File: src/tdm_router_pkg.sv
// Constants shared by the TDM slot router and its testbench.
// Assumes a single 10 MHz system clock and an AXI4-Lite register port.
package tdm_router_pkg;

    // Serial frame geometry
    localparam int SLOT_BITS    = 32;
    localparam int SAMPLE_BITS  = 24;
    localparam int PAD_BITS     = SLOT_BITS - SAMPLE_BITS;
    localparam int TRK_BYTE     = 8;
    localparam int CHANNELS     = 4;
    localparam int CNT_W        = 9;
    localparam logic [CNT_W-1:0] LAST_TDM = 9'h1FF;
    localparam logic [CNT_W-1:0] LAST_PCM = 9'h03F;
    localparam logic [CNT_W-1:0] I2S_PRE  = 9'h1FF;
    localparam logic [3:0] SLOT_LAST_TDM  = 4'hF;
    localparam logic [3:0] SLOT_LAST_PCM  = 4'h1;
    localparam logic [3:0] ADC_SLOTS      = 4'h4;
    localparam logic [4:0] BIT_LAST       = 5'h1F;
    localparam logic [4:0] PAD_FIRST      = 5'h18;

    // Register map, byte addresses
    localparam int ADDR_W = 8;
    localparam logic [ADDR_W-1:0] OFS_CTRL = 8'h00;
    localparam logic [ADDR_W-1:0] OFS_DSEL = 8'h04;
    localparam logic [ADDR_W-1:0] OFS_GDLY = 8'h08;
    localparam logic [ADDR_W-1:0] OFS_STAT = 8'h0C;

    // Field positions
    localparam int CHAIN_BIT = 0;
    localparam int TRK_LSB   = 1;
    localparam int FMT_LSB   = 4;
    localparam int DAC_LSB   = 0;
    localparam int LL_LSB    = 4;
    localparam int GD_LSB    = 0;

    // Reset values
    localparam logic [7:0] CTRL_RST = 8'h00;
    localparam logic [7:0] DSEL_RST = 8'h00;
    localparam logic [7:0] GDLY_RST = 8'h00;

    // Codes
    localparam logic [2:0] TRK_INTERNAL = 3'h4;
    localparam logic [1:0] RESP_OKAY    = 2'h0;
    localparam logic [1:0] RESP_SLVERR  = 2'h2;

    typedef enum logic [1:0] {FMT_TDM, FMT_LJ, FMT_I2S, FMT_RSVD} fmt_e;

endpackage : tdm_router_pkg

File: src/tdm_pin_sync.sv
// Two-flop synchroniser for a group of pin inputs.
// Assumes each bit is a slow level against clk; no bus coherence.
`timescale 1ns/10ps
module tdm_pin_sync #(
    parameter int W = 1
) (
    // System
    input  wire logic         clk,
    input  wire logic         rst,
    // Pins
    input  wire logic [W-1:0] d,
    output logic      [W-1:0] q
);
    logic [W-1:0] meta_ff;

    always_ff @(posedge clk or posedge rst)
    begin
        if (rst)
        begin
            meta_ff <= '0;
            q       <= '0;
        end
        else
        begin
            meta_ff <= d;
            q       <= meta_ff;
        end
    end
endmodule : tdm_pin_sync

File: src/tdm_sample_fifo.sv
// Flip-flop FIFO with valid/ready on both sides and registered flags.
// Assumes producer and consumer share clk.
`timescale 1ns/10ps
module tdm_sample_fifo #(
    parameter int W     = 96,
    parameter int DEPTH = 16
) (
    // System
    input  wire logic         clk,
    input  wire logic         rst,
    // Fill side
    input  wire logic         in_valid,
    output logic              in_ready,
    input  wire logic [W-1:0] in_data,
    // Drain side
    output logic              out_valid,
    input  wire logic         out_ready,
    output logic      [W-1:0] out_data
);
    localparam int AW = $clog2(DEPTH);

    initial
    begin
        if (DEPTH < 2 || (1 << AW) != DEPTH) $error("DEPTH must be a power of two");
    end

    logic [W-1:0] mem_ff [DEPTH];
    logic [AW-1:0] wr_ff;
    logic [AW-1:0] rd_ff;
    logic [AW:0]   cnt_ff;
    wire           push = in_valid && in_ready;
    wire           pop  = out_valid && out_ready;
    wire [AW:0]    nxt_cnt = cnt_ff + {{AW{1'b0}}, push} - {{AW{1'b0}}, pop};

    assign out_data = mem_ff[rd_ff];

    always_ff @(posedge clk)
    begin
        if (push) mem_ff[wr_ff] <= in_data;
    end

    always_ff @(posedge clk or posedge rst)
    begin
        if (rst)
        begin
            wr_ff     <= '0;
            rd_ff     <= '0;
            cnt_ff    <= '0;
            in_ready  <= 1'b1;
            out_valid <= 1'b0;
        end
        else
        begin
            wr_ff     <= wr_ff + AW'(push);
            rd_ff     <= rd_ff + AW'(pop);
            cnt_ff    <= nxt_cnt;
            in_ready  <= nxt_cnt < (AW+1)'(DEPTH);
            out_valid <= nxt_cnt != '0;
        end
    end
endmodule : tdm_sample_fifo

File: src/tdm_slot_router.sv
// TDM / left-justified / I2S slot router: ADC samples out, DAC paths in.
// Assumes a slave serial port whose bit clock is far slower than clk.
`timescale 1ns/10ps
// Function
// TDM: ADC samples fill slots one to four
// Chain up to four devices per frame
// Host sets chain bit to enable chaining
// PCM: inputs 1,2 primary; 3,4 secondary
// Audio DACs use selected four-slot group
// Codes 0-3 input a, 4-7 input b
// Low-latency path uses its own group select
// Tracking source field in port control register
// Tracking codes 0-3 low bytes; 5-7 reserved
// Tracking code 4 takes internal masked sample
// PCM: input a to DACs 1,2; b to 3,4
// Host powers tracking DAC down in PCM
// Host never routes one slot twice
// Low-latency added after group delay
// Audio path has programmable group delay
// Host drives two lines for 8-slot chains
// Every slot is 32 bit clocks
// Chain forwards input b four slots later
// Samples in upper 24 bits; tracking bytes MSB first
module tdm_slot_router
    import tdm_router_pkg::*;
#(
    parameter int FIFO_DEPTH = 16,
    parameter int GD_DEPTH   = 8
) (
    // System
    input  wire logic                   clk,
    input  wire logic                   rst,
    // AXI4-Lite write
    input  wire logic [ADDR_W-1:0]      s_axi_awaddr,
    input  wire logic                   s_axi_awvalid,
    output logic                        s_axi_awready,
    input  wire logic [31:0]            s_axi_wdata,
    input  wire logic [3:0]             s_axi_wstrb,
    input  wire logic                   s_axi_wvalid,
    output logic                        s_axi_wready,
    output logic [1:0]                  s_axi_bresp,
    output logic                        s_axi_bvalid,
    input  wire logic                   s_axi_bready,
    // AXI4-Lite read
    input  wire logic [ADDR_W-1:0]      s_axi_araddr,
    input  wire logic                   s_axi_arvalid,
    output logic                        s_axi_arready,
    output logic [31:0]                 s_axi_rdata,
    output logic [1:0]                  s_axi_rresp,
    output logic                        s_axi_rvalid,
    input  wire logic                   s_axi_rready,
    // Serial pins
    input  wire logic                   serial_clk,
    input  wire logic                   frame_sync,
    input  wire logic                   serial_in_a,
    input  wire logic                   serial_in_b,
    output logic                        primary_serial_output,
    output logic                        secondary_serial_output,
    // ADC sample stream
    input  wire logic [SAMPLE_BITS-1:0] analog_in_1,
    input  wire logic [SAMPLE_BITS-1:0] analog_in_2,
    input  wire logic [SAMPLE_BITS-1:0] analog_in_3,
    input  wire logic [SAMPLE_BITS-1:0] analog_in_4,
    input  wire logic                   adc_valid,
    output logic                        adc_ready,
    // Tracking source from masking logic
    input  wire logic [SAMPLE_BITS-1:0] masked_track_in,
    // DAC samples
    output logic [SAMPLE_BITS-1:0]      audio_dac_1,
    output logic [SAMPLE_BITS-1:0]      audio_dac_2,
    output logic [SAMPLE_BITS-1:0]      audio_dac_3,
    output logic [SAMPLE_BITS-1:0]      audio_dac_4,
    output logic [SAMPLE_BITS-1:0]      tracking_dac,
    output logic                        sample_strobe
);
    localparam int GW = $clog2(GD_DEPTH);
    localparam int AW = CHANNELS * SAMPLE_BITS;

    initial
    begin
        if (GD_DEPTH < 2 || (1 << GW) != GD_DEPTH) $error("GD_DEPTH: power of two");
        if (FIFO_DEPTH < 2) $error("FIFO_DEPTH too small");
    end

    function automatic logic [CNT_W-1:0] wrap(input logic [CNT_W-1:0] c,
                                             input logic [CNT_W-1:0] last);
        wrap = (c == last) ? '0 : c + 1'b1;
    endfunction : wrap

    function automatic logic [SAMPLE_BITS-1:0] pick(input logic [2:0] code,
                                                   input logic [SLOT_BITS-1:0] wa,
                                                   input logic [SLOT_BITS-1:0] wb);
        pick = code[2] ? wb[SLOT_BITS-1:PAD_BITS] : wa[SLOT_BITS-1:PAD_BITS];
    endfunction : pick

    // Saturate so a loud low-latency signal cannot wrap the output
    function automatic logic [SAMPLE_BITS-1:0] sat_add(input logic [SAMPLE_BITS-1:0] a,
                                                      input logic [SAMPLE_BITS-1:0] b);
        logic [SAMPLE_BITS-1:0] s;
        s = a + b;
        if (a[SAMPLE_BITS-1] == b[SAMPLE_BITS-1] && s[SAMPLE_BITS-1] != a[SAMPLE_BITS-1])
            s = {a[SAMPLE_BITS-1], {(SAMPLE_BITS-1){~a[SAMPLE_BITS-1]}}};
        sat_add = s;
    endfunction : sat_add

    // Registers
    logic [7:0] ctrl_ff;
    logic [7:0] dsel_ff;
    logic [7:0] gdly_ff;
    logic [15:0] frame_cnt_ff;

    wire       chain_en = ctrl_ff[CHAIN_BIT];
    wire [2:0] trk_sel  = ctrl_ff[TRK_LSB +: 3];
    wire [2:0] dac_sel  = dsel_ff[DAC_LSB +: 3];
    wire [2:0] ll_sel   = dsel_ff[LL_LSB +: 3];
    wire [GW-1:0] gd_sel = gdly_ff[GD_LSB +: GW];
    wire [1:0] fmt_bits = ctrl_ff[FMT_LSB +: 2];
    wire       is_i2s   = fmt_bits == 2'(FMT_I2S);
    wire       is_tdm   = !is_i2s && fmt_bits != 2'(FMT_LJ);
    wire       trk_rsvd = trk_sel > TRK_INTERNAL;

    // Pin synchronisers
    logic [3:0] pins_s;
    tdm_pin_sync #(.W(4)) u_sync (
        .clk (clk),
        .rst (rst),
        .d   ({serial_clk, frame_sync, serial_in_a, serial_in_b}),
        .q   (pins_s)
    );
    wire sclk_s = pins_s[3];
    wire fs_s   = pins_s[2];
    wire sa_s   = pins_s[1];
    wire sb_s   = pins_s[0];

    logic sclk_d_ff;
    logic fs_d_ff;
    wire  rise = sclk_s && !sclk_d_ff;
    wire  fall = !sclk_s && sclk_d_ff;
    wire  fs_edge = is_i2s ? (fs_d_ff && !fs_s) : (fs_s && !fs_d_ff);

    // Bit position in frame
    logic [CNT_W-1:0] cnt_ff;
    wire [CNT_W-1:0] last_idx = is_tdm ? LAST_TDM : LAST_PCM;
    wire [CNT_W-1:0] cur_idx  = fs_edge ? (is_i2s ? I2S_PRE : '0) : wrap(cnt_ff, last_idx);
    wire [3:0] cur_slot = cur_idx[CNT_W-1:5];
    wire [CNT_W-1:0] tx_idx = wrap(cnt_ff, last_idx);
    wire [3:0] tx_slot = tx_idx[CNT_W-1:5];
    wire [4:0] tx_bit  = tx_idx[4:0];
    wire word_done  = rise && cur_idx[4:0] == BIT_LAST;
    wire frame_done = word_done && cur_slot == (is_tdm ? SLOT_LAST_TDM : SLOT_LAST_PCM);

    logic [SLOT_BITS-1:0] rx_a_ff;
    logic [SLOT_BITS-1:0] rx_b_ff;
    wire  [SLOT_BITS-1:0] word_a = {rx_a_ff[SLOT_BITS-2:0], sa_s};
    wire  [SLOT_BITS-1:0] word_b = {rx_b_ff[SLOT_BITS-2:0], sb_s};

    // Received samples
    logic [SAMPLE_BITS-1:0] dac_rx_ff [CHANNELS];
    logic [SAMPLE_BITS-1:0] ll_rx_ff  [CHANNELS];
    logic [SAMPLE_BITS-1:0] trk_asm_ff;
    logic [SLOT_BITS-1:0]   chain_q_ff [CHANNELS];
    wire dac_hit = is_tdm && dac_sel[1:0] == cur_slot[3:2];
    wire ll_hit  = is_tdm && ll_sel[1:0] == cur_slot[3:2];
    wire trk_hit = is_tdm && !trk_sel[2] && trk_sel[1:0] == cur_slot[3:2]
                   && cur_slot[1:0] != 2'h3;
    wire pcm_hit = !is_tdm && cur_slot <= SLOT_LAST_PCM;

    always_ff @(posedge clk or posedge rst)
    begin
        if (rst)
        begin
            sclk_d_ff <= 1'b0;
            fs_d_ff   <= 1'b0;
            cnt_ff    <= '0;
            rx_a_ff   <= '0;
            rx_b_ff   <= '0;
        end
        else
        begin
            sclk_d_ff <= sclk_s;
            if (rise)
            begin
                fs_d_ff <= fs_s;
                cnt_ff  <= cur_idx;
                rx_a_ff <= word_a;
                rx_b_ff <= word_b;
            end
        end
    end

    always_ff @(posedge clk or posedge rst)
    begin
        if (rst)
        begin
            dac_rx_ff  <= '{default: '0};
            ll_rx_ff   <= '{default: '0};
            chain_q_ff <= '{default: '0};
            trk_asm_ff <= '0;
        end
        else if (word_done)
        begin
            if (dac_hit)
                dac_rx_ff[cur_slot[1:0]] <= pick(dac_sel, word_a, word_b);
            if (ll_hit)
                ll_rx_ff[cur_slot[1:0]] <= pick(ll_sel, word_a, word_b);
            if (trk_hit)
                trk_asm_ff[(2 - cur_slot[1:0]) * TRK_BYTE +: TRK_BYTE]
                    <= word_a[TRK_BYTE-1:0];
            if (pcm_hit)
            begin
                dac_rx_ff[{1'b0, cur_slot[0]}] <= word_a[SLOT_BITS-1:PAD_BITS];
                dac_rx_ff[{1'b1, cur_slot[0]}] <= word_b[SLOT_BITS-1:PAD_BITS];
                ll_rx_ff <= '{default: '0};
            end
            if (is_tdm)
                chain_q_ff <= {word_b, chain_q_ff[0:CHANNELS-2]};
        end
    end

    // ADC sample FIFO, drained one set per frame
    logic              fifo_valid;
    logic [AW-1:0]     fifo_data;
    logic [AW-1:0]     adc_hold_ff;
    tdm_sample_fifo #(.W(AW), .DEPTH(FIFO_DEPTH)) u_fifo (
        .clk       (clk),
        .rst       (rst),
        .in_valid  (adc_valid),
        .in_ready  (adc_ready),
        .in_data   ({analog_in_4, analog_in_3, analog_in_2, analog_in_1}),
        .out_valid (fifo_valid),
        .out_ready (frame_done),
        .out_data  (fifo_data)
    );

    // Transmit words for the upcoming bit
    wire [SAMPLE_BITS-1:0] adc_pri = adc_hold_ff[tx_slot[1:0] * SAMPLE_BITS +: SAMPLE_BITS];
    wire [SAMPLE_BITS-1:0] adc_sec = adc_hold_ff[(tx_slot[1:0] + 2'h2) * SAMPLE_BITS
                                                 +: SAMPLE_BITS];
    wire [SLOT_BITS-1:0] tdm_word = (tx_slot < ADC_SLOTS) ? {adc_pri, PAD_BITS'(0)}
                                  : chain_en ? chain_q_ff[CHANNELS-1]
                                  : '0;
    wire [SLOT_BITS-1:0] pri_word = is_tdm ? tdm_word : {adc_pri, PAD_BITS'(0)};
    wire [SLOT_BITS-1:0] sec_word = is_tdm ? '0 : {adc_sec, PAD_BITS'(0)};

    always_ff @(posedge clk or posedge rst)
    begin
        if (rst)
        begin
            primary_serial_output   <= 1'b0;
            secondary_serial_output <= 1'b0;
            adc_hold_ff             <= '0;
        end
        else
        begin
            if (fall)
            begin
                primary_serial_output   <= pri_word[BIT_LAST - tx_bit];
                secondary_serial_output <= sec_word[BIT_LAST - tx_bit];
            end
            if (frame_done && fifo_valid)
                adc_hold_ff <= fifo_data;
        end
    end

    // Group delay line; low-latency samples join after it
    logic [AW-1:0]   gd_mem_ff [GD_DEPTH];
    logic [GW-1:0]   gd_wr_ff;
    logic [SAMPLE_BITS-1:0] aud_ff [CHANNELS];
    wire  [AW-1:0]   dac_now = {dac_rx_ff[3], dac_rx_ff[2], dac_rx_ff[1], dac_rx_ff[0]};
    wire  [AW-1:0]   delayed = (gd_sel == '0) ? dac_now : gd_mem_ff[gd_wr_ff - gd_sel];

    always_ff @(posedge clk)
    begin
        if (frame_done) gd_mem_ff[gd_wr_ff] <= dac_now;
    end

    always_ff @(posedge clk or posedge rst)
    begin
        if (rst)
        begin
            gd_wr_ff      <= '0;
            aud_ff        <= '{default: '0};
            tracking_dac  <= '0;
            sample_strobe <= 1'b0;
            frame_cnt_ff  <= '0;
        end
        else
        begin
            sample_strobe <= frame_done;
            if (frame_done)
            begin
                gd_wr_ff     <= gd_wr_ff + 1'b1;
                frame_cnt_ff <= frame_cnt_ff + 1'b1;
                for (int k = 0; k < CHANNELS; k++)
                    aud_ff[k] <= sat_add(delayed[k*SAMPLE_BITS +: SAMPLE_BITS],
                                         ll_rx_ff[k]);
                if (is_tdm && !trk_sel[2])
                    tracking_dac <= trk_asm_ff;
                else if (is_tdm && trk_sel == TRK_INTERNAL)
                    tracking_dac <= masked_track_in;
            end
        end
    end

    assign audio_dac_1 = aud_ff[0];
    assign audio_dac_2 = aud_ff[1];
    assign audio_dac_3 = aud_ff[2];
    assign audio_dac_4 = aud_ff[3];

    // AXI4-Lite slave; one write and one read in flight
    logic              aw_held_ff;
    logic              w_held_ff;
    logic [ADDR_W-1:0] aw_addr_ff;
    logic [31:0]       w_data_ff;
    logic [3:0]        w_strb_ff;
    wire  [ADDR_W-1:0] waddr = {aw_addr_ff[ADDR_W-1:2], 2'b00};
    wire  [ADDR_W-1:0] raddr = {s_axi_araddr[ADDR_W-1:2], 2'b00};
    wire  do_write = aw_held_ff && w_held_ff && !s_axi_bvalid;
    wire  w_ok  = waddr == OFS_CTRL || waddr == OFS_DSEL || waddr == OFS_GDLY
                  || waddr == OFS_STAT;
    wire  wr_b0 = do_write && w_strb_ff[0];
    wire  ar_go = s_axi_arvalid && s_axi_arready;
    wire  [31:0] rd_mux = (raddr == OFS_CTRL) ? {24'h0, ctrl_ff}
                        : (raddr == OFS_DSEL) ? {24'h0, dsel_ff}
                        : (raddr == OFS_GDLY) ? {24'h0, gdly_ff}
                        : {15'h0, trk_rsvd, frame_cnt_ff};
    wire  r_ok = raddr == OFS_CTRL || raddr == OFS_DSEL || raddr == OFS_GDLY
                 || raddr == OFS_STAT;

    always_ff @(posedge clk or posedge rst)
    begin
        if (rst)
        begin
            aw_held_ff <= 1'b0;
            w_held_ff  <= 1'b0;
            aw_addr_ff <= '0;
            w_data_ff  <= '0;
            w_strb_ff  <= '0;
            s_axi_bvalid <= 1'b0;
            s_axi_bresp  <= RESP_OKAY;
            ctrl_ff    <= CTRL_RST;
            dsel_ff    <= DSEL_RST;
            gdly_ff    <= GDLY_RST;
        end
        else
        begin
            if (s_axi_awvalid && s_axi_awready)
            begin
                aw_held_ff <= 1'b1;
                aw_addr_ff <= s_axi_awaddr;
            end
            if (s_axi_wvalid && s_axi_wready)
            begin
                w_held_ff <= 1'b1;
                w_data_ff <= s_axi_wdata;
                w_strb_ff <= s_axi_wstrb;
            end
            if (do_write)
            begin
                aw_held_ff   <= 1'b0;
                w_held_ff    <= 1'b0;
                s_axi_bvalid <= 1'b1;
                s_axi_bresp  <= w_ok ? RESP_OKAY : RESP_SLVERR;
            end
            else if (s_axi_bready)
                s_axi_bvalid <= 1'b0;
            if (wr_b0 && waddr == OFS_CTRL) ctrl_ff <= w_data_ff[7:0];
            if (wr_b0 && waddr == OFS_DSEL) dsel_ff <= w_data_ff[7:0];
            if (wr_b0 && waddr == OFS_GDLY) gdly_ff <= w_data_ff[7:0];
        end
    end

    // Ready flags are registered so the outputs come from flops
    always_ff @(posedge clk or posedge rst)
    begin
        if (rst)
        begin
            s_axi_awready <= 1'b0;
            s_axi_wready  <= 1'b0;
            s_axi_arready <= 1'b0;
            s_axi_rvalid  <= 1'b0;
            s_axi_rdata   <= '0;
            s_axi_rresp   <= RESP_OKAY;
        end
        else
        begin
            s_axi_awready <= !aw_held_ff && !(s_axi_awvalid && s_axi_awready);
            s_axi_wready  <= !w_held_ff && !(s_axi_wvalid && s_axi_wready);
            s_axi_arready <= !s_axi_rvalid && !ar_go;
            if (ar_go)
            begin
                s_axi_rvalid <= 1'b1;
                s_axi_rdata  <= r_ok ? rd_mux : '0;
                s_axi_rresp  <= r_ok ? RESP_OKAY : RESP_SLVERR;
            end
            else if (s_axi_rready)
                s_axi_rvalid <= 1'b0;
        end
    end
endmodule : tdm_slot_router

File: config.mk
export PLATFORM = sky130hd
export DESIGN_NAME = tdm_slot_router
export DESIGN_NICKNAME = d
export VERILOG_FILES = /design/src/tdm_router_pkg.sv /design/src/tdm_pin_sync.sv /design/src/tdm_sample_fifo.sv /design/src/tdm_slot_router.sv
export SDC_FILE = /design/constraint.sdc
export NUM_CORES = 2
export LEC_CHECK = 0
export BUFFER_PORTS_ARGS = -buffer_cell sky130_fd_sc_hd__clkbuf_2
export CAP_MARGIN = 20
export CELL_PAD_IN_SITES_DETAIL_PLACEMENT = 1
export CELL_PAD_IN_SITES_GLOBAL_PLACEMENT = 1
export CORE_UTILIZATION = 30
export CTS_CLUSTER_SIZE = 25
export DETAILED_ROUTE_END_ITERATION = 7
export PLACE_DENSITY_LB_ADDON = 0.08
export SLEW_MARGIN = 5
export SYNTH_ARGS = -nofsm -noshare
export SYNTH_HDL_FRONTEND = slang
export SYNTH_HIERARCHICAL = 1
export SYNTH_SLANG_ARGS = --single-unit
File: constraint.sdc
create_clock -name clk -period 20.7 [get_ports clk]
set_input_delay 1.035 -clock clk [delete_from_list [all_inputs] [get_ports clk]]
set_output_delay 1.035 -clock clk [all_outputs]
set_load 0.05 [all_outputs]
======== Word level (Yosys, flattened, before mapping) ========
Memory sizes are Yosys's and may differ from the RTL's. A register that Yosys moved wholly into a read port is not among the register bits.
Index checks and enable logic that the tools add are counted.
Widths: inputs -> output; s select.
storage, ports and cells
  bits in registers ....................... 666
  bits in writable memories ............... 2304
  memories ................................ 2
cells by class
  equality and inequality tests ........... 24
  shift-type cells ........................ 4
  reduce and logical (&&, ||, !) cells .... 69
  $lt $le $gt $ge ......................... 11
  bitwise gates (word level) .............. 7
  $mul .................................... 2
  muxes and demuxes ....................... 57
  add/subtract/negate cells ............... 16
memory list
  name           depth  width  rd ports  clocked after Yosys merged registers in  write ports  line                    text
  u_fifo.mem_ff  16     96     1         1                                        1            tdm_sample_fifo.sv:27   logic [W-1:0] mem_ff [DEPTH];
  gd_mem_ff      8      96     1         0                                        1            tdm_slot_router.sv:266  logic [AW-1:0] gd_mem_ff [GD_DEPTH];
operator list
  cell                     number
  $mux 96                  6
  $bwmux 96                4
  $mux 24                  11
  $demux 24 s2             3
  $mux 32                  4
  $add 24x24->24           4
  $shiftx 96x8->24         1
  $shiftx 96x9->24         1
  $mux 17                  4
  $mux 9                   4
  $logic_and 1x1->1        35
  $neg 32->34              1
  $shift 8x34->24 const A  1
  $shiftx 8x34->24         1
  $bwmux 24                1
  $eq 6x2->1 const B       4
  $add 16x1->16 const B    1
  $logic_not 8->1          2
  $mux 1                   15
  $logic_not 1->1          14
  $eq 6x1->1 const B       2
  $reduce_bool 2->1        6
  $bmux 1 s5               2
  $add 9x1->9 const B      1
  other kinds (36)         62

======== Longest topological paths before layout ========
  depth in word-level cells ............... 18
  mapped depth ............................ 26
  depth with buffers taken out ............ 20

======== Hierarchy ========
The synthesis kept the hierarchy.
modules (own cells, without submodules)
  module           sequential area each (µm²)  times used  area each (µm²)  cells an instance
  tdm_slot_router  41079.4                     1           64340.5          4337
  tdm_sample_fifo  46500.8                     1           60100.1          2838
  tdm_pin_sync     200.2                       1           203.9            9

======== Worst setup path after synthesis ========
OpenSTA, ideal clock, no wires.
  path kind ............................... reg2reg
  from .................................... register cnt_ff[1] (netlist name)
  to ...................................... memory gd_mem_ff[4][0] (netlist name) (enable)
  data arrival time ....................... 12.244 ns
  setup slack ............................. 7.634 ns
  period minus slack after synthesis ...... 13.066 ns
  data required time ...................... 19.879 ns
  library setup time ...................... 0.821 ns
  stages on the path, launching flop included .. 12
  cells stage by stage .................... dfrtp_1 ha_1 buf_2 nand3_1 nor2_1 mux2i_1 nand2_1 or4_1 buf_2 o31ai_4 nand3_4 nor4b_1
RTL lines
  item       line
  to (decl)  tdm_slot_router.sv:266

======== Worst setup path in the final report ========
  from .................................... register ctrl_ff[5]
  to ...................................... memory gd_mem_ff[7][89] (netlist name) (enable)
on the way
  cells in the longest elaborated chain, start to end .. 12
ends and longest elaborated chain
  item                            line                    text
  from (decl)                     tdm_slot_router.sv:107  logic [7:0] ctrl_ff;
  from (signal assigned)          tdm_slot_router.sv:367  if (wr_b0 && waddr == OFS_CTRL) ctrl_ff <= w_data_ff[7:0];
  $eq 2x2->1                      tdm_slot_router.sv:118  wire is_i2s = fmt_bits == 2'(FMT_I2S);
  $logic_not 1->1                 tdm_slot_router.sv:119  wire is_tdm = !is_i2s && fmt_bits != 2'(FMT_LJ);
  $logic_and 1x1->1               tdm_slot_router.sv:119
  $mux 9                          tdm_slot_router.sv:143  wire [CNT_W-1:0] last_idx = is_tdm ? LAST_TDM : LAST_PCM;
  $eq 9x9->1                      tdm_slot_router.sv:87   wrap = (c == last) ? '0 : c + 1'b1;
  $mux 9                          tdm_slot_router.sv:87
  $mux 9                          tdm_slot_router.sv:144  wire [CNT_W-1:0] cur_idx = fs_edge ? (is_i2s ? I2S_PRE : '0) : wrap(cnt_ff, last_idx);
  $eq 5x5->1                      tdm_slot_router.sv:149  wire word_done = rise && cur_idx[4:0] == BIT_LAST;
  $logic_and 1x1->1               tdm_slot_router.sv:149
  $logic_and 1x1->1 *             tdm_slot_router.sv:150  wire frame_done = word_done && cur_slot == (is_tdm ? SLOT_LAST_TDM : SLOT_LAST_PCM);
  $mux 1 *                        tdm_slot_router.sv:274  if (frame_done) gd_mem_ff[gd_wr_ff] <= dac_now;
  $mux 1 (implied by the code) *  tdm_slot_router.sv:274
Every way passes the cells marked *; elsewhere a longest branch is shown, timed or not.

==> reports/results.env <==
SYNTH-SEQ-CELLS=3047
RSZ0062_AT_GRT='false'
POST_SYNTH_EDFFS=2304
SYNTHTOLAYOUTAREAGROWTH_PCT=16.2
PIN_COUNT_OF_THE_BIGGEST_NET_ENTERING_GLOBAL_ROUTING=104
DETAIL_ROUTE.FIRST_PASS.ITERATIONS=5
SHARE_OF_FINAL_LAYOUT_STANDARD_CELLS_STRONGER_THAN_DRIVE_STRENGTH_1=0.253
SYNTH.AVG_CELL_AREA_UM2=17.4
HIGHEST_LAYER='met5'
VIA_COUNT=67700
SYNTH_FLOP_CELL='sky130_fd_sc_hd__edfxtp_1'
R2R_CELLS=13
MIN-DELAY-PATH-CLASS='in -> async'
SYN_AREA_MM2=0.125
GRTUSAGETOTAL=0.186
WORST_SETUP_HOLD_PATH_CLK_SLEW_NS=0.06
FLOORPLAN.IO_PINS=349
GRT_FIRST_PASS_WIRELENGTH_UM=560000
POST-ROUTE-PERIOD-UTIL=0.383
DP_SLACK_NS=12.44
CRITICAL-PATH-SLOWEST-CELL='sky130_fd_sc_hd__nor3_4'
POWER_LEAKAGE_nW=50.2
WL_MET1_UM=164000
ANT_NETS=0
POSTCTSSETUPBUFFERS=0
FINAL-HOLD-VIOLATION-COUNT=0
FRACTION_OF_REGISTERS_WITH_ASYNC_SET_RESET=0.244
PERIOD_NEEDED_NS=7.92
SLEW_HEADROOM=0.194
FIN_SETUP_TNS_NS=0
CLOCK_TREE.HTREE_LEVEL_COUNT=5
STD_CELL_ROWS=236
CRITPATHMAXSTAGEDELAY_NS=0.83
CRITPATHLAUNCHTYPE='register'
POWER.DENSITY_CELL_AREA_mW_PER_MM2=118
HOLD_BUFFERS=0
PORTBUFFERS=300
WORST_PATH_DOMINANT_CELL_FAMILY='simple AND/OR/NAND/NOR gates'
DRT_DRC_VIOLATIONS_LEFT=0
IR_DROP_uV=104
GLOBALPLACE.CONGESTION=0.734
TIMING.FINAL.SETUP_VIOLATIONS=0
FINALWORSTSETUPSLACK_NS=12.78
CRIT_FANOUT=41
CTSRESIZECOUNT=0
CP.REQUIRED_NS=21.25
CLOCK_TREE.ROOT_CELL='sky130_fd_sc_hd__clkbuf_16'
SYNTH_SEQ_AREA_SHARE=0.704
YOSYSUNIQUECELLTYPES=91
FIN_SKEW_NS=0.0554
POSTSYNTHCELLCOUNT=7184
WORST_SLEW_PIN_SLEW_NS=1.21
CP_DATA_ARRIVAL_TIME_NS=8.47
FIRST_GLOBAL_VIAS=73500
DIE_X_UM=647
ANTENNA_FOUND_INITIAL=55
LAYOUT.NETS=7900
CTS_MAX_PATH_BUFFERS=4
VIASPERCELL=5.05
CRITICAL_PATH.N_BUFFERS_INVERTERS=4
GLOBAL_ROUTE.OVERFLOW_TOTAL=0
WORST_SKEW_PAIR_LATENCY_NS=0.96
FINALMAXSLEWVIOLATIONS=0
DRT_WL_CELL_UM=29.3
DRT_ITER0_MARKERS=3843
END_KIND='register'
DIE_AREA_MM2=0.418
ROUTED_WIRE_LENGTH_UM=392000
CPMOSTUSEDCELL='sky130_fd_sc_hd__buf_4'
CLOCK_TREE_FROM_TRITONCTS='yes'
CORE_AREA_MM2=0.413
CRITICAL_PATH_CLASS='reg -> reg'
MET2WIRELENGTH_UM=204000
DRV.MAX_CAP_VIOLATION_COUNT=0
OUTCOME='finished clean'
CRITICAL_PATH_CELL_COUNT=13
CRITICAL_PATH_CELL_SEQUENCE='ha_1 -> buf_4 -> and4_1 -> o211a_1 -> nor2_1 -> a41oi_1 -> nor3_4 -> nand3_4 -> inv_6 -> nand2_1 -> nor2_4 -> buf_4 -> buf_4'
PLACE.DETAILED.HPWL_UM=231000
FMAX_MHz=126
DPL_CELL_AREA_MM2=0.133
CTS_INSERTED_BUFFERS=362
LAYOUT.CELL_AREA.NON_FILLER_MM2=0.145
FINISH.UTILIZATION=0.350
DIE_H_UM=647
WL_MET3_UM=13300
YOSYSWARNINGS=6
INITIAL_CORE_UTIL=0.302
NUMCLOCKSINKS=3047
==> registers in the layout, indices dropped and copies added, names as in the netlist, 8 cells and up <==
signal         cells
tracking_dac      24
trk_asm_ff        24
rx_b_ff           31
audio_dac_2       24
audio_dac_4       24
ll_rx_ff          96
audio_dac_1       24
cnt_ff             9
rx_a_ff           31
gdly_ff            8
audio_dac_3       24
dac_now           96
w_data_ff          8
ctrl_ff            8
gd_mem_ff        768
adc_hold_ff       96
frame_cnt_ff      16
u_fifo/mem_ff   1536
chain_q_ff       128
s_axi_rdata       17
dsel_ff            8
==> where the power goes <==
part | switching [mW] | internal [mW] | total, mW
registers | 0.231 | 6.89 | 7.13
clock network | 2.62 | 3.78 | 6.40
logic | 2.33 | 1.25 | 3.58
==> cells in the final DEF, fill, tap and decap left out, types with 17 or more instances in the layout <==
master,Yosys,layout
sky130_fd_sc_hd__edfxtp_1,2304,2304
sky130_fd_sc_hd__dfrtp_1,742,738
sky130_fd_sc_hd__mux2i_1,539,539
sky130_fd_sc_hd__mux4_2,391,391
sky130_fd_sc_hd__clkbuf_16,0,373
sky130_fd_sc_hd__mux2_2,364,364
sky130_fd_sc_hd__nand2_1,319,318
sky130_fd_sc_hd__clkbuf_2,1,300
sky130_fd_sc_hd__a21oi_1,295,294
sky130_fd_sc_hd__nor2_1,287,272
sky130_fd_sc_hd__o21ai_0,202,202
sky130_fd_sc_hd__buf_4,46,145
sky130_fd_sc_hd__a221oi_2,132,132
sky130_fd_sc_hd__o22ai_1,109,109
sky130_fd_sc_hd__ha_1,104,103
sky130_fd_sc_hd__o2bb2ai_1,96,96
sky130_fd_sc_hd__a2bb2oi_1,96,96
sky130_fd_sc_hd__a22oi_1,96,96
sky130_fd_sc_hd__clkbuf_1,188,88
sky130_fd_sc_hd__xnor2_1,74,73
sky130_fd_sc_hd__a221oi_1,65,65
sky130_fd_sc_hd__clkinv_1,0,64
sky130_fd_sc_hd__clkinv_2,0,57
sky130_fd_sc_hd__nand3_1,51,51
sky130_fd_sc_hd__a21o_1,47,47
sky130_fd_sc_hd__inv_1,43,42
sky130_fd_sc_hd__mux2_4,40,40
sky130_fd_sc_hd__xor2_1,36,36
sky130_fd_sc_hd__bufinv_16,0,30
sky130_fd_sc_hd__clkbuf_8,0,27
sky130_fd_sc_hd__nand2b_1,25,23
sky130_fd_sc_hd__nor3_1,27,19
sky130_fd_sc_hd__o21bai_1,19,19
sky130_fd_sc_hd__a211oi_1,19,19
sky130_fd_sc_hd__buf_12,0,19
sky130_fd_sc_hd__conb_1,1,17
==> worst paths after layout <==
kind,startpoint,endpoint,slack [ns]
worst min register to register,u_sync/meta_ff[2],u_sync/q[2],0.36
worst max register to register,ctrl_ff[5],gd_mem_ff[7][89],12.78
worst max-delay path,ctrl_ff[5],gd_mem_ff[7][89],12.78
worst min-delay path,rst,u_sync/meta_ff[3],0.17
min in group clk,serial_in_a,u_sync/meta_ff[1],0.18
max in group asynchronous,rst,audio_dac_3[10],16.68
==> worst reg2reg max path: cells and delay by family, from the launching register on <==
family,cells,cell delay (ns)
flip-flops,1,0.40
adder cells (fa/ha/maj),1,0.28
AND/OR/NAND/NOR,6,3.44
buffers and inverters,4,2.40
AO/OA/AOI/OAI,2,0.96
==> per-stage QoR <==
stage | cells | power, mW | hold WS [ns]
after global routing | 13400 | 17.9 | 0.123
after detailed placement | 12700 | 10.9 | 0.336
after global placement | 12700 | 10.9 | 0.336
final | 13400 | 17.1 | 0.175
after floorplan | 7200 | 9.43 | 0.331
after CTS | 13400 | 17.4 | 0.0946
==> kinds of logic after synthesis <==
kind of cell             synth area share
multiplexers                        0.152
XOR/XNOR                          0.00773
other                           0.0000301
buffers and inverters              0.0184
flip-flops                          0.704
adder cells (fa/ha/maj)            0.0114
AO/OA/AOI/OAI                      0.0779
AND/OR/NAND/NOR                    0.0286
==> cell type report <==
class | count | area [um^2]
clock inverter | 186 | 1880
timing repair buffer | 472 | 3140
tap | 5474 | 6850
clock buffer | 488 | 10000
antenna | 14 | 35.0
inverter | 45 | 183
sequential | 3047 | 87800
fill | 41300 | 269000
multi-input combinational | 3678 | 34900
==> layer usage <==
layer	global-route usage	vias up
met1	0.233	36400
met3	0.0241	581
li1	-	29600
met4	0.0507	30
met2	0.335	1071
met5	0	-
==> cell usage after synthesis, types with 12 or more instances <==
master | count | share of area
sky130_fd_sc_hd__xor2_1 | 36 | 0.0025
sky130_fd_sc_hd__nand3_1 | 51 | 0.0020
sky130_fd_sc_hd__o21bai_1 | 19 | 0.0011
sky130_fd_sc_hd__nand2b_1 | 25 | 0.0013
sky130_fd_sc_hd__nand4_1 | 14 | 0.00070
sky130_fd_sc_hd__mux2i_1 | 539 | 0.043
sky130_fd_sc_hd__mux2_2 | 364 | 0.033
sky130_fd_sc_hd__xnor2_1 | 74 | 0.0052
sky130_fd_sc_hd__mux4_2 | 391 | 0.071
sky130_fd_sc_hd__nor3_1 | 27 | 0.0011
sky130_fd_sc_hd__clkbuf_1 | 188 | 0.0057
sky130_fd_sc_hd__and3_1 | 14 | 0.00070
sky130_fd_sc_hd__nor2_1 | 287 | 0.0086
sky130_fd_sc_hd__a21o_1 | 47 | 0.0028
sky130_fd_sc_hd__a31oi_1 | 12 | 0.00060
sky130_fd_sc_hd__a21oi_1 | 295 | 0.012
sky130_fd_sc_hd__or3_1 | 13 | 0.00065
sky130_fd_sc_hd__a211oi_1 | 19 | 0.0011
sky130_fd_sc_hd__edfxtp_1 | 2304 | 0.56
sky130_fd_sc_hd__inv_1 | 43 | 0.0013
sky130_fd_sc_hd__o22ai_1 | 109 | 0.0055
sky130_fd_sc_hd__o2bb2ai_1 | 96 | 0.0067
sky130_fd_sc_hd__a221oi_1 | 65 | 0.0046
sky130_fd_sc_hd__buf_2 | 115 | 0.0046
sky130_fd_sc_hd__a221oi_2 | 132 | 0.016
sky130_fd_sc_hd__nand2_1 | 319 | 0.0096
sky130_fd_sc_hd__o21ai_0 | 202 | 0.0081
sky130_fd_sc_hd__a2bb2oi_1 | 96 | 0.0067
sky130_fd_sc_hd__dfrtp_1 | 742 | 0.15
sky130_fd_sc_hd__buf_4 | 46 | 0.0028
sky130_fd_sc_hd__ha_1 | 104 | 0.010
sky130_fd_sc_hd__buf_1 | 52 | 0.0016
sky130_fd_sc_hd__a22oi_1 | 96 | 0.0058
sky130_fd_sc_hd__mux2_4 | 40 | 0.0048
sky130_fd_sc_hd__buf_6 | 24 | 0.0022
sky130_fd_sc_hd__nor2b_1 | 14 | 0.00070
Power figures use the tool's default switching activity.
